===== src/verilog/mlf_map.svh =====
`ifndef MLF_MAP_SVH
`define MLF_MAP_SVH

// ============================================================
// Register offsets
`define MLF_OFS_SETTINGS_ONE 8'h90
`define MLF_OFS_SETTINGS_TWO 8'h92
`define MLF_OFS_STATUS 8'h94

// ============================================================
// Settings one field positions
`define MLF_SAT_EN_BIT 0
`define MLF_INITPOS_EN_BIT 1
`define MLF_MODE_LSB 3
`define MLF_MODE_MSB 6

// ============================================================
// Settings two field positions
`define MLF_RSVD_BIT 31
`define MLF_OVERSPEED_EN_BIT 30
`define MLF_BACKEMF_EN_BIT 29
`define MLF_ABSENT_EN_BIT 28
`define MLF_OVERSPEED_THR_LSB 25
`define MLF_OVERSPEED_THR_MSB 27
`define MLF_BACKEMF_THR_LSB 22
`define MLF_BACKEMF_THR_MSB 24

// ============================================================
// Reset values
`define MLF_SETTINGS_ONE_RST 32'h00000000
`define MLF_SETTINGS_TWO_RST 32'h00000000

// ============================================================
// Thresholds in tenths of a percent
`define MLF_OVERSPEED_BASE 11'h514
`define MLF_OVERSPEED_STEP 11'h064
`define MLF_BACKEMF_BASE 11'h190
`define MLF_BACKEMF_STEP 11'h032
`define MLF_BACKEMF_CODE6 11'h2A3
`define MLF_BACKEMF_CODE7 11'h2BC
`define MLF_PERMILLE_FULL 11'h3E8

// ============================================================
// Mode codes and timing
`define MLF_MODE_REPORT 4'h8
`define MLF_CLK_HZ 20000000
`define MLF_RETRY_MS 300
`define MLF_RETRY_CYCLES (`MLF_RETRY_MS * (`MLF_CLK_HZ / 1000))

`endif


===== src/verilog/mlf_pkg.sv =====
package mlf_pkg;

    typedef struct packed {
        logic overspeed;
        logic backemf;
        logic absent;
    } mlf_lock_t;

    typedef struct packed {
        logic hiz;
        logic brake_high;
        logic brake_low;
    } mlf_drive_t;

    typedef enum logic [1:0] {
        MLF_RUN,
        MLF_LATCHED,
        MLF_RETRY
    } mlf_state_t;

endpackage


===== src/verilog/mlf_ratio_cmp.sv =====
`timescale 1ns/1ns
`include "mlf_map.svh"

module mlf_ratio_cmp #(
    parameter int W = 16
) (
    input wire logic [W-1:0] value_i,
    input wire logic [W-1:0] ref_i,
    input wire logic [10:0] permille_i,
    output logic above_o,
    output logic below_o
);

    // ============================================================
    // Scaled comparison
    // Both sides are widened to a common width so neither product overflows.
    logic [W+10:0] scaled_value;
    logic [W+10:0] scaled_ref;

    always_comb begin
        scaled_value = (W+11)'(value_i) * (W+11)'(`MLF_PERMILLE_FULL);
        scaled_ref = (W+11)'(ref_i) * (W+11)'(permille_i);
        above_o = scaled_value > scaled_ref;
        below_o = scaled_value < scaled_ref;
    end

endmodule


===== src/verilog/mlf_top.sv =====
// What this block does
// Initial position frequency fault is raised only when its enable bit is set.
// Loop saturation indications appear only when the saturation enable bit is set.
// Overspeed lock detector works only while its enable bit is one.
// Back-EMF lock detector works only while its enable bit is one.
// Absent-motor lock detector works only while its enable bit is one.
// Overspeed threshold is 130 percent plus 10 percent per code.
// Back-EMF threshold codes give 40 to 65, then 67.5 and 70 percent.
// A firing enabled detector triggers the response that the stall mode selects.
// Overspeed flags above threshold; back-EMF flags below its threshold.
`timescale 1ns/1ns
`include "mlf_map.svh"

module mlf_top #(
    parameter int SPEED_W = 16,
    parameter int RETRY_CYCLES = `MLF_RETRY_CYCLES
) (
    input wire logic clk_i,
    input wire logic rst_i,
    input wire logic [7:0] reg_addr_i,
    input wire logic reg_wr_i,
    input wire logic [31:0] reg_wdata_i,
    output logic [31:0] reg_rdata_o,
    input wire logic [SPEED_W-1:0] speed_est_i,
    input wire logic [SPEED_W-1:0] speed_max_i,
    input wire logic [SPEED_W-1:0] backemf_meas_i,
    input wire logic [SPEED_W-1:0] backemf_expected_i,
    input wire logic absent_motor_detect_i,
    input wire logic initpos_freq_fault_raw_i,
    input wire logic current_loop_sat_i,
    input wire logic speed_loop_sat_i,
    input wire logic fault_clear_i,
    output logic fault_output_low_o,
    output mlf_pkg::mlf_drive_t drive_o,
    output mlf_pkg::mlf_lock_t lock_flags_o,
    output logic initpos_freq_fault_o,
    output logic current_loop_sat_o,
    output logic speed_loop_sat_o
);

    if (SPEED_W < 4 || SPEED_W > 32) begin
        $error("SPEED_W out of range");
    end
    if (RETRY_CYCLES < 1) begin
        $error("RETRY_CYCLES must be positive");
    end

    // ============================================================
    // Register bank
    logic [31:0] settings_one_q;
    logic [31:0] settings_one_d;
    logic [31:0] settings_two_q;
    logic [31:0] settings_two_d;
    logic [31:0] one_mask;

    always_comb begin
        one_mask = 32'h00000000;
        one_mask[`MLF_SAT_EN_BIT] = 1'b1;
        one_mask[`MLF_INITPOS_EN_BIT] = 1'b1;
        one_mask[`MLF_MODE_MSB:`MLF_MODE_LSB] = 4'hF;
        settings_one_d = settings_one_q;
        settings_two_d = settings_two_q;
        if (reg_wr_i && reg_addr_i == `MLF_OFS_SETTINGS_ONE) begin
            settings_one_d = reg_wdata_i & one_mask;
        end
        if (reg_wr_i && reg_addr_i == `MLF_OFS_SETTINGS_TWO) begin
            settings_two_d = reg_wdata_i;
            settings_two_d[`MLF_RSVD_BIT] = 1'b0;
        end
    end

    always_ff @(posedge clk_i) begin
        if (rst_i) begin
            settings_one_q <= `MLF_SETTINGS_ONE_RST;
            settings_two_q <= `MLF_SETTINGS_TWO_RST;
        end else begin
            settings_one_q <= settings_one_d;
            settings_two_q <= settings_two_d;
        end
    end

    // ============================================================
    // Field decode
    logic [3:0] mode;
    logic [2:0] overspeed_code;
    logic [2:0] backemf_code;
    logic [10:0] overspeed_permille;
    logic [10:0] backemf_permille;

    always_comb begin
        mode = settings_one_q[`MLF_MODE_MSB:`MLF_MODE_LSB];
        overspeed_code = settings_two_q[`MLF_OVERSPEED_THR_MSB:`MLF_OVERSPEED_THR_LSB];
        backemf_code = settings_two_q[`MLF_BACKEMF_THR_MSB:`MLF_BACKEMF_THR_LSB];
        overspeed_permille = `MLF_OVERSPEED_BASE
            + 11'(overspeed_code) * `MLF_OVERSPEED_STEP;
        case (backemf_code)
            3'h6: backemf_permille = `MLF_BACKEMF_CODE6;
            3'h7: backemf_permille = `MLF_BACKEMF_CODE7;
            default: backemf_permille = `MLF_BACKEMF_BASE
                + 11'(backemf_code) * `MLF_BACKEMF_STEP;
        endcase
    end

    // ============================================================
    // Lock detectors
    logic overspeed_above;
    logic backemf_below;

    mlf_ratio_cmp #(
        .W(SPEED_W)
    ) u_overspeed_cmp (
        .value_i(speed_est_i),
        .ref_i(speed_max_i),
        .permille_i(overspeed_permille),
        .above_o(overspeed_above),
        .below_o()
    );

    mlf_ratio_cmp #(
        .W(SPEED_W)
    ) u_backemf_cmp (
        .value_i(backemf_meas_i),
        .ref_i(backemf_expected_i),
        .permille_i(backemf_permille),
        .above_o(),
        .below_o(backemf_below)
    );

    mlf_pkg::mlf_lock_t hit;

    always_comb begin
        hit.overspeed = settings_two_q[`MLF_OVERSPEED_EN_BIT] && overspeed_above;
        hit.backemf = settings_two_q[`MLF_BACKEMF_EN_BIT] && backemf_below;
        hit.absent = settings_two_q[`MLF_ABSENT_EN_BIT] && absent_motor_detect_i;
    end

    // ============================================================
    // Stall response
    // Modes 0-3 latch until cleared, 4-7 release after the retry time,
    // 8 only reports, and anything above 8 ignores the detectors.
    mlf_pkg::mlf_state_t state_q;
    mlf_pkg::mlf_state_t state_d;
    mlf_pkg::mlf_lock_t flags_q;
    mlf_pkg::mlf_lock_t flags_d;
    mlf_pkg::mlf_drive_t drive_q;
    mlf_pkg::mlf_drive_t drive_d;
    mlf_pkg::mlf_drive_t action;
    logic [31:0] retry_q;
    logic [31:0] retry_d;
    logic fault_low_q;
    logic fault_low_d;
    logic any_hit;
    logic acting;

    always_comb begin
        any_hit = |hit;
        acting = (mode[3] == 1'b0);
        action.hiz = (mode[1:0] == 2'h0) || (mode[1:0] == 2'h1);
        action.brake_high = (mode[1:0] == 2'h2);
        action.brake_low = (mode[1:0] == 2'h3);
        state_d = state_q;
        retry_d = retry_q;
        drive_d = drive_q;
        flags_d = flags_q;
        if (fault_clear_i) begin
            flags_d = '0;
        end
        if (mode <= `MLF_MODE_REPORT) begin
            flags_d = flags_d | hit;
        end
        case (state_q)
            mlf_pkg::MLF_RUN: begin
                drive_d = '0;
                if (any_hit && acting) begin
                    drive_d = action;
                    retry_d = 32'h00000000;
                    state_d = mode[2] ? mlf_pkg::MLF_RETRY : mlf_pkg::MLF_LATCHED;
                end
            end
            mlf_pkg::MLF_LATCHED: begin
                if (fault_clear_i && !any_hit) begin
                    drive_d = '0;
                    state_d = mlf_pkg::MLF_RUN;
                end
            end
            mlf_pkg::MLF_RETRY: begin
                retry_d = retry_q + 32'h00000001;
                if (retry_q >= 32'(RETRY_CYCLES - 1)) begin
                    drive_d = '0;
                    flags_d = hit;
                    state_d = mlf_pkg::MLF_RUN;
                end
            end
            default: begin
                drive_d = '0;
                state_d = mlf_pkg::MLF_RUN;
            end
        endcase
        fault_low_d = !((state_d != mlf_pkg::MLF_RUN)
            || (mode == `MLF_MODE_REPORT && any_hit));
    end

    always_ff @(posedge clk_i) begin
        if (rst_i) begin
            state_q <= mlf_pkg::MLF_RUN;
            flags_q <= '0;
            drive_q <= '0;
            retry_q <= 32'h00000000;
            fault_low_q <= 1'b1;
        end else begin
            state_q <= state_d;
            flags_q <= flags_d;
            drive_q <= drive_d;
            retry_q <= retry_d;
            fault_low_q <= fault_low_d;
        end
    end

    // ============================================================
    // Gated indications
    logic initpos_q;
    logic initpos_d;
    logic cur_sat_q;
    logic cur_sat_d;
    logic spd_sat_q;
    logic spd_sat_d;

    always_comb begin
        initpos_d = settings_one_q[`MLF_INITPOS_EN_BIT] && initpos_freq_fault_raw_i;
        cur_sat_d = settings_one_q[`MLF_SAT_EN_BIT] && current_loop_sat_i;
        spd_sat_d = settings_one_q[`MLF_SAT_EN_BIT] && speed_loop_sat_i;
    end

    always_ff @(posedge clk_i) begin
        if (rst_i) begin
            initpos_q <= 1'b0;
            cur_sat_q <= 1'b0;
            spd_sat_q <= 1'b0;
        end else begin
            initpos_q <= initpos_d;
            cur_sat_q <= cur_sat_d;
            spd_sat_q <= spd_sat_d;
        end
    end

    // ============================================================
    // Read path and outputs
    always_comb begin
        case (reg_addr_i)
            `MLF_OFS_SETTINGS_ONE: reg_rdata_o = settings_one_q;
            `MLF_OFS_SETTINGS_TWO: reg_rdata_o = settings_two_q;
            `MLF_OFS_STATUS: reg_rdata_o = {24'h000000, drive_q, state_q, flags_q};
            default: reg_rdata_o = 32'h00000000;
        endcase
    end

    assign fault_output_low_o = fault_low_q;
    assign drive_o = drive_q;
    assign lock_flags_o = flags_q;
    assign initpos_freq_fault_o = initpos_q;
    assign current_loop_sat_o = cur_sat_q;
    assign speed_loop_sat_o = spd_sat_q;

endmodule

===== config.mk =====
export PLATFORM = sky130hd
export DESIGN_NAME = mlf_top
export DESIGN_NICKNAME = d
export VERILOG_FILES = /design/src/verilog/mlf_pkg.sv /design/src/verilog/mlf_ratio_cmp.sv /design/src/verilog/mlf_top.sv
export VERILOG_INCLUDE_DIRS = /design/src /design/src/verilog
export SDC_FILE = /design/constraint.sdc
export NUM_CORES = 1
export LEC_CHECK = 0
export ABC_CLOCK_PERIOD_IN_PS = 25600
export BUFFER_PORTS_ARGS = -buffer_cell sky130_fd_sc_hd__buf_2
export CORE_MARGIN = 2
export CORE_UTILIZATION = 60
export DETAILED_ROUTE_END_ITERATION = 10
export PLACE_DENSITY = 0.8
export SLEW_MARGIN = 40
export SYNTH_ARGS = -nofsm -noshare
export SYNTH_HDL_FRONTEND = slang
export SYNTH_SLANG_ARGS = --single-unit
export TNS_END_PERCENT = 20

===== constraint.sdc =====
create_clock -name clk_i -period 25.6 [get_ports clk_i]
set_input_delay 1.28 -clock clk_i [delete_from_list [all_inputs] [get_ports clk_i]]
set_output_delay 1.28 -clock clk_i [all_outputs]
set_load 0.01 [all_outputs]

# Yosys cells after proc, flatten, opt, wreduce, memory -nomap -nowiden
# Cells that the tools add are included.
word_totals:
  ff_bits: 81
  input_bits: 112
  output_inout_bits: 42
  elab_cells: 82
classes:
  n_addsub: 3
  mul: 6
  order_cmp: 4
  n_eq_ne: 14
  n_mux: 17
  n_bitwise: 2
  reduce_logical: 22
op_table:
  columns: ["cell", "n"]
  rows:
  - ["$pmux W31 S3", 1]
  - ["$pmux W32 S2", 1]
  - ["$mul A16 B7 Y23 const B", 2]
  - ["$add A32 B1 Y32 const B", 1]
  - ["$ge A32 B23 Y1 const B", 1]
  - ["$mux W32", 1]
  - ["$gt A26 B27 Y1", 1]
  - ["$lt A26 B27 Y1", 1]
  - ["$mul A16 B11 Y27", 1]
  - ["$mul A16 B10 Y26", 1]
  - ["$eq A8 B8 Y1 const B", 3]
  - ["$mux W3", 7]
  - ["$pmux W10 S2", 1]
  - ["$mul A3 B5 Y8 const B", 2]
  - ["$add A11 B10 Y11 const A", 1]
  - ["$logic_and A1 B1 Y1", 11]
  - ["$add A9 B9 Y10 const A", 1]
  - ["$pmux W3 S3", 1]
  - ["$mux W2", 4]
  - ["$eq A2 B2 Y1 const B", 3]
  - ["$eq A3 B3 Y1 const B", 2]
  - ["$ne A2 B2 Y1 const B", 3]
  - ["$pmux W2 S3", 1]
  - ["$eq A2 B1 Y1 const B", 2]
  - ["other kinds (10)", 15]

# Logic depth before layout (Yosys ltp)
depth:
  word_depth: 14
  depth_mapped: 39
  mapped_depth_nobuf: 38

# Hierarchy
# Synthesis repeated with hierarchy kept, for this count alone.
unflattened:
  cells_unflattened: 2468
  area_unflattened_um2: 21534.4
modules_own_cells:
  columns: ["module", "n_inst", "cells_per_inst", "area_each_um2", "seq_area_each_um2"]
  rows:
  - ["mlf_ratio_cmp (u_overspeed_cmp)", 1, 969, 8630.8, 0.0]
  - ["mlf_ratio_cmp (u_backemf_cmp)", 1, 946, 8550.7, 0.0]
  - ["mlf_top", 1, 553, 4352.9, 1621.6]

# Worst setup path after synthesis
# No wires, ideal clock.
synth_path:
  path_type: "reg-to-reg"
  from: "register settings_two_q[23]"
  to: "register drive_q (netlist bit drive_o[0])"
  setup_time_ns: 0.134
  arrival_ns: 8.169
  required_ns: 25.466
  path_slack_ns: 17.296
  path_stages_with_launch: 39
  n_path_buf: 1
  synth_period_minus_slack_ns: 8.304
  cell_sequence: "dfxtp_1 -> inv_1 -> ha_1 -> inv_1 -> ha_1 -> ha_1 -> a21oi_1 -> xor2_1 -> nor2_1 -> clkbuf_1 -> and2_1 -> fa_1 -> inv_1 -> fa_1 -> fa_1 -> inv_1 -> fa_1 -> inv_1 -> (+3 left out) -> a21o_1 -> a21o_1 -> a21oi_1 -> a2bb2oi_1 -> a31oi_1 -> a41oi_1 -> a21oi_1 -> a21o_1 -> a21oi_1 -> xor2_1 -> ha_1 -> nand3_1 -> nor3_1 -> o21ai_0 -> o21ai_0 -> nand3_1 -> o311ai_0 -> o31ai_1"
synth_between:
  elab_chain_cells: 11
  word_cells_on_any_way: 16
  cone_classes: "add/sub: 1; mul: 2; order compare: 1; eq/ne: 3; mux: 3; reduce/logical: 6"
synth_rtl:
  columns: ["item", "line_no", "rtl"]
  rows:
  - ["from (decl)", "mlf_top.sv:52", "logic [31:0] settings_two_q;"]
  - ["from (signal assigned)", "mlf_top.sv:75", "settings_two_q <= `MLF_SETTINGS_TWO_RST;"]
  - ["from (signal assigned)", "mlf_top.sv:78", "settings_two_q <= settings_two_d;"]
  - ["$mul A3 B5 Y8 (no line)", null, null]
  - ["$add A9 B9 Y10 (no line)", null, null]
  - ["$pmux W10 S2 (*)", "mlf_top.sv:96", "case (backemf_code)"]
  - ["$mul A16 B10 Y26 (*)", "mlf_ratio_cmp.sv:22", "scaled_ref = (W+11)'(ref_i) * (W+11)'(permille_i);"]
  - ["$lt A26 B27 Y1 (*)", "mlf_ratio_cmp.sv:24", "below_o = scaled_value < scaled_ref;"]
  - ["$logic_and A1 B1 Y1 (*)", "mlf_top.sv:133", "hit.backemf = settings_two_q[`MLF_BACKEMF_EN_BIT] && backemf_below;"]
  - ["$reduce_or A3 Y1 (*)", "mlf_top.sv:156", "any_hit = |hit;"]
  - ["$logic_not A1 Y1", "mlf_top.sv:181", "if (fault_clear_i && !any_hit) begin"]
  - ["$logic_and A1 B1 Y1", "mlf_top.sv:181", null]
  - ["$ne A2 B2 Y1 (no line)", null, null]
  - ["$reduce_and A2 Y1 (no line)", null, null]
  - ["to (signal assigned)", "mlf_top.sv:213", "drive_q <= drive_d;"]
  - ["to (decl)", "mlf_top.sv:145", "mlf_pkg::mlf_drive_t drive_q;"]
# Mark *: on every way between the ends. The rest lies on a longest branch, timed or not.
# A chain may end at the register's enable or synchronous reset.

# Worst setup path after layout
layout_path:
  from: "register settings_two_q[23]"
  to: "register drive_q (netlist bit drive_o[2])"
# Same word-level chain as after synthesis.

==> flow_results.org <==
** Pwr
- Sequential cell fraction of total power :: 0.090
- Maximum ir drop on the vdd rail :: 0.06663 mV
- Summed over all nets, the switching power comes to 0.6814 mW.
- Of the total power, the share spent switching nets is 0.4846.
- The share of total power dissipated in combinational logic is 0.828.
- Power spread over the standard cell area amounts to 66.16 mW/mm2.
- Internal power comes to 0.7247 mW.
- Fraction of power consumed by the clock network :: 0.082
- Leakage power of the design :: 10.60 nW

** Critical path
- Class of the most critical setup path :: register to register
- STA classifies the critical path endpoint as a register.
- Slowest cell on crit path :: sky130_fd_sc_hd__nand4b_1
- Measured in cells, the most critical reg-to-reg path has a length of 36.
- WP data required :: 25,790 ps
- Arrival time at the worst endpoint :: 10,210 ps
- The critical path runs through a total of 36 cells.
- Kind of launch point of the worst setup path :: register
- Critical path's top delay family :: adder cells
- Number of buffer and inverter instances along the worst setup path :: 6
- The largest single stage delay on the critical path is 670 ps.
- Along the worst path, the maximum fanout reaches 16.
- Most frequent cell on the critical path :: sky130_fd_sc_hd__inv_1

** Cells and area
- The multi-input combinational cells in the finished layout cover a total of 0.01666 mm2.
- Compared with the post-synthesis result, the final layout area differs by 7.350%.
- Ratio of cells with drive above 1 in the final layout :: 0.08723
- The sequential cells in the finished layout cover a total of 0.001622 mm2.
- Number of filler instances in the final layout :: 2,720
- In the final design database the tool counted 3,088 nets.
- The finished layout holds 2,816 standard cells, fillers aside.

** Routing
- In the detailed route, the total length drawn on met2 is 22,920 um.
- Met3 Wirelength :: 1579 um
- In the routed design, unresolved DRC markers number 0.
- After detailed routing, the number of vias per cell comes to 5.663.
- Number of search-and-repair iterations in the first detailed-routing pass :: 5
- After detailed routing, the average wire length per cell comes to 15.40 um.
- Metal-1 WL :: 17,980 um
- Final ANT Viol Nets :: 0
- Summing over every cut layer, the via total after detailed routing is 15,947.
- The highest layer touched by signal routing is met5.
- For this block, the routed nets add up to 43,370 um of wire.
- In this run, the number of DRC markers left after iteration 0 of detailed routing was 682.

** Clock network
- H-Tree Depth :: 3
- Gates resized during post-CTS repair numbered 0.
- Clock tree from TritonCTS :: yes
- After clock tree synthesis, the clock-pin slew on the worst setup and hold paths is 60 ps.
- Root cell of the clock tree :: sky130_fd_sc_hd__clkbuf_16
- The clock net in this run drives a total of 81 sinks.
- TritonCTS Buffers :: 9
- Number of buffers inserted to repair setup after CTS :: 0
- Clock network latency to the later pin of the worst-skew pair :: 330 ps
- The clock passes through at most 2 buffers.
- In this run, post-CTS hold repair placed 0 buffers.

** Synthesis
- Synth top area share :: 0.3205
- Number of standard cells after synthesis :: 2,265
- Synthesis inferred 81 register bits.
- Dominant cell type by area after synthesis :: sky130_fd_sc_hd__fa_1
- When the netlist entered floorplanning its net count stood at 2,985.
- Fraction of synthesis flops using an asynchronous set or reset pin :: 0
- Top post-synthesis cells by area :: sky130_fd_sc_hd__fa_1, sky130_fd_sc_hd__ha_1, sky130_fd_sc_hd__dfxtp_1
- Number of flops mapped to enable cells by yosys :: 0
- By instance count, the leading cell after synthesis is sky130_fd_sc_hd__inv_1.
- Dominant register cell in the synthesized netlist :: sky130_fd_sc_hd__dfxtp_1
- In the synthesized netlist, the cells that appear most often are sky130_fd_sc_hd__inv_1, sky130_fd_sc_hd__fa_1, sky130_fd_sc_hd__ha_1.
- After synthesis, the mean cell area works out to 8.741 um2.
- Of the synthesized area, sequential elements account for 0.08191.
- Number of distinct standard cells referenced by the synthesized netlist :: 67
- Synth Cell Area :: 0.01980 mm2
- For this run, the number of Yosys warnings is 0.

** STA
- Of the available clock period, the critical path in the final layout requires 0.3914.
- Worst-margin pin slew :: 849.5 ps
- In this run the tightest slew margin relative to its limit is 0.4337.
- Worst clock skew :: 9.527 ps
- The final-report max-slew violation count came to 0.
- Setup repair after global routing left no endpoint under its margin.
- Based on the critical path, the design can be clocked at up to 99.81 MHz.
- Setup total negative slack :: 0 ps
- The number of hold violations in the final report came to 0.
- Period minus WS final :: 10,020 ps
- Number of failing setup endpoints in the final timing report :: 0

** Global route
- The via count of the first global-routing pass came to 16,762.
- GRT Util Overall :: 0.2667
- The initial antenna violation count is 2.
- Wire length of the first global-routing pass :: 76,130 um
- GRT overflow :: 0
- Largest net degree at the start of global routing :: 82

** Die
- Die height :: 185.7 um
- Die Footprint :: 0.03447 mm2
- Floorplan die width :: 185.7 um
- The floorplan has 66 rows.
- The region available for standard cell placement spans 0.03254 mm2.
- For this configuration, the core starts out at a cell density of 0.6085.
- Boundary pin count :: 154

** Placed design
- Summed over all nets, the half-perimeter wirelength after detailed placement is 35,870 um.
- Buffers placed on the I/O ports in this run total 151.
- Inst Count DP :: 2,799
- The congestion estimate from routability-driven global placement came to 0.8413.

** Hold path
- Along the worst hold path, the cell count comes to 2.
- The worst hold path belongs to the class register to register.

** Outcome
- The flow ran to the end, and the final reports show no timing, DRC or antenna violations.

** Run
- Max-cap check violation count :: 0
-- flip-flops by register name, summed over array words and instances, names as in the netlist --
signal,count
current_loop_sat_o,1
drive_o,3
fault_output_low_o,1
initpos_freq_fault_o,1
lock_flags_o,3
retry_q,32
settings_one_q,6
settings_two_q,31
speed_loop_sat_o,1
state_q,2
-- per-layer routing --
layer,up-vias,global-route usage
li1,7576,-
met1,7945,0.3301
met2,353,0.4994
met3,71,0.02739
met4,2,0.06047
met5,-,0
-- cells by family after synthesis --
family	count (synthesis)	synth area share
flip-flops	81	0.08191
adder cells (fa/ha/maj)	608	0.5045
XOR/XNOR	73	0.03229
AND/OR/NAND/NOR	728	0.1817
other	1	0.0001894
multiplexers	16	0.008216
buffers and inverters	419	0.07995
AO/OA/AOI/OAI	339	0.1113
-- final cells by class --
| cell class | count | area share |
|---|---|---|
| multi-input cells | 1765 | 0.7838 |
| well taps | 442 | 0.02602 |
| diodes | 1 | 0.0001177 |
| clock buffers | 12 | 0.01113 |
| repair buffers | 163 | 0.03980 |
| clock inverters | 4 | 0.001413 |
| flip-flops and latches | 81 | 0.07630 |
| inverters | 348 | 0.06146 |
-- cells in the final DEF, fill, tap and decap left out, types with 12 or more instances in the layout --
| cell | n |
|---|---|
| sky130_fd_sc_hd__xnor2_1 | 46 |
| sky130_fd_sc_hd__inv_1 | 348 |
| sky130_fd_sc_hd__buf_4 | 12 |
| sky130_fd_sc_hd__and2_1 | 129 |
| sky130_fd_sc_hd__dfxtp_1 | 81 |
| sky130_fd_sc_hd__o21ai_0 | 58 |
| sky130_fd_sc_hd__nor2_1 | 100 |
| sky130_fd_sc_hd__nand3_1 | 34 |
| sky130_fd_sc_hd__a31oi_1 | 17 |
| sky130_fd_sc_hd__fa_1 | 317 |
| sky130_fd_sc_hd__a21oi_1 | 111 |
| sky130_fd_sc_hd__and3_1 | 17 |
| sky130_fd_sc_hd__nand2_1 | 268 |
| sky130_fd_sc_hd__nand2b_1 | 54 |
| sky130_fd_sc_hd__a311oi_1 | 24 |
| sky130_fd_sc_hd__a21o_1 | 33 |
| sky130_fd_sc_hd__xor2_1 | 26 |
| sky130_fd_sc_hd__mux2i_1 | 13 |
| sky130_fd_sc_hd__nor3_1 | 25 |
| sky130_fd_sc_hd__o21a_1 | 14 |
| sky130_fd_sc_hd__ha_1 | 291 |
| sky130_fd_sc_hd__nor2b_1 | 44 |
| sky130_fd_sc_hd__buf_2 | 151 |
-- power by group through the flow --
stage / logic [mW] / registers [mW] / clock network (mW)
floorplan: 0.918 / 0.129 / 0
global placement: 1.10 / 0.129 / 0
detailed placement: 1.16 / 0.129 / 0
CTS: 1.17 / 0.126 / 0.117
global route: 1.34 / 0.126 / 0.123
finish: 1.16 / 0.126 / 0.115
-- per-stage QoR --
step	total power [mW]	hold slack (ps)	area, um2	utilization	setup WS [ps]
after floorplan	1.047	421.7	19800	-	17300
after global placement	1.232	436.9	20930	0.6434	15700
after global routing	1.591	465.2	21250	0.6531	14850
after CTS	1.415	452.5	21240	0.6527	15570
after detailed placement	1.288	444.4	20970	0.6445	15670
final	1.406	448.7	21250	0.6532	15580
-- path summary, 6_finish.rpt --
check | slack [ps] | endpoint | from
worst max-delay path | 15580 | drive_o[2]$_SDFFE_PP0P_ | settings_two_q[23]$_SDFFE_PP0P_
worst min-delay path | 450 | settings_two_q[20]$_SDFFE_PP0P_ | settings_two_q[20]$_SDFFE_PP0P_
worst max register to register | 15580 | drive_o[2]$_SDFFE_PP0P_ | settings_two_q[23]$_SDFFE_PP0P_
worst min register to register | 450 | settings_two_q[20]$_SDFFE_PP0P_ | settings_two_q[20]$_SDFFE_PP0P_
-- worst reg2reg max path, delay by kind of cell, from the launching register on --
family                     cells  cell delay (ps)
and+or+nand+nor                6             2020
buffers and inverters          6              420
DFF                            1              510
AOI/OAI and AO/OA             13             2860
xor gates and xnor gates       1              100
adders and majority gates     10             3980
(Power assumes the default switching activity.)
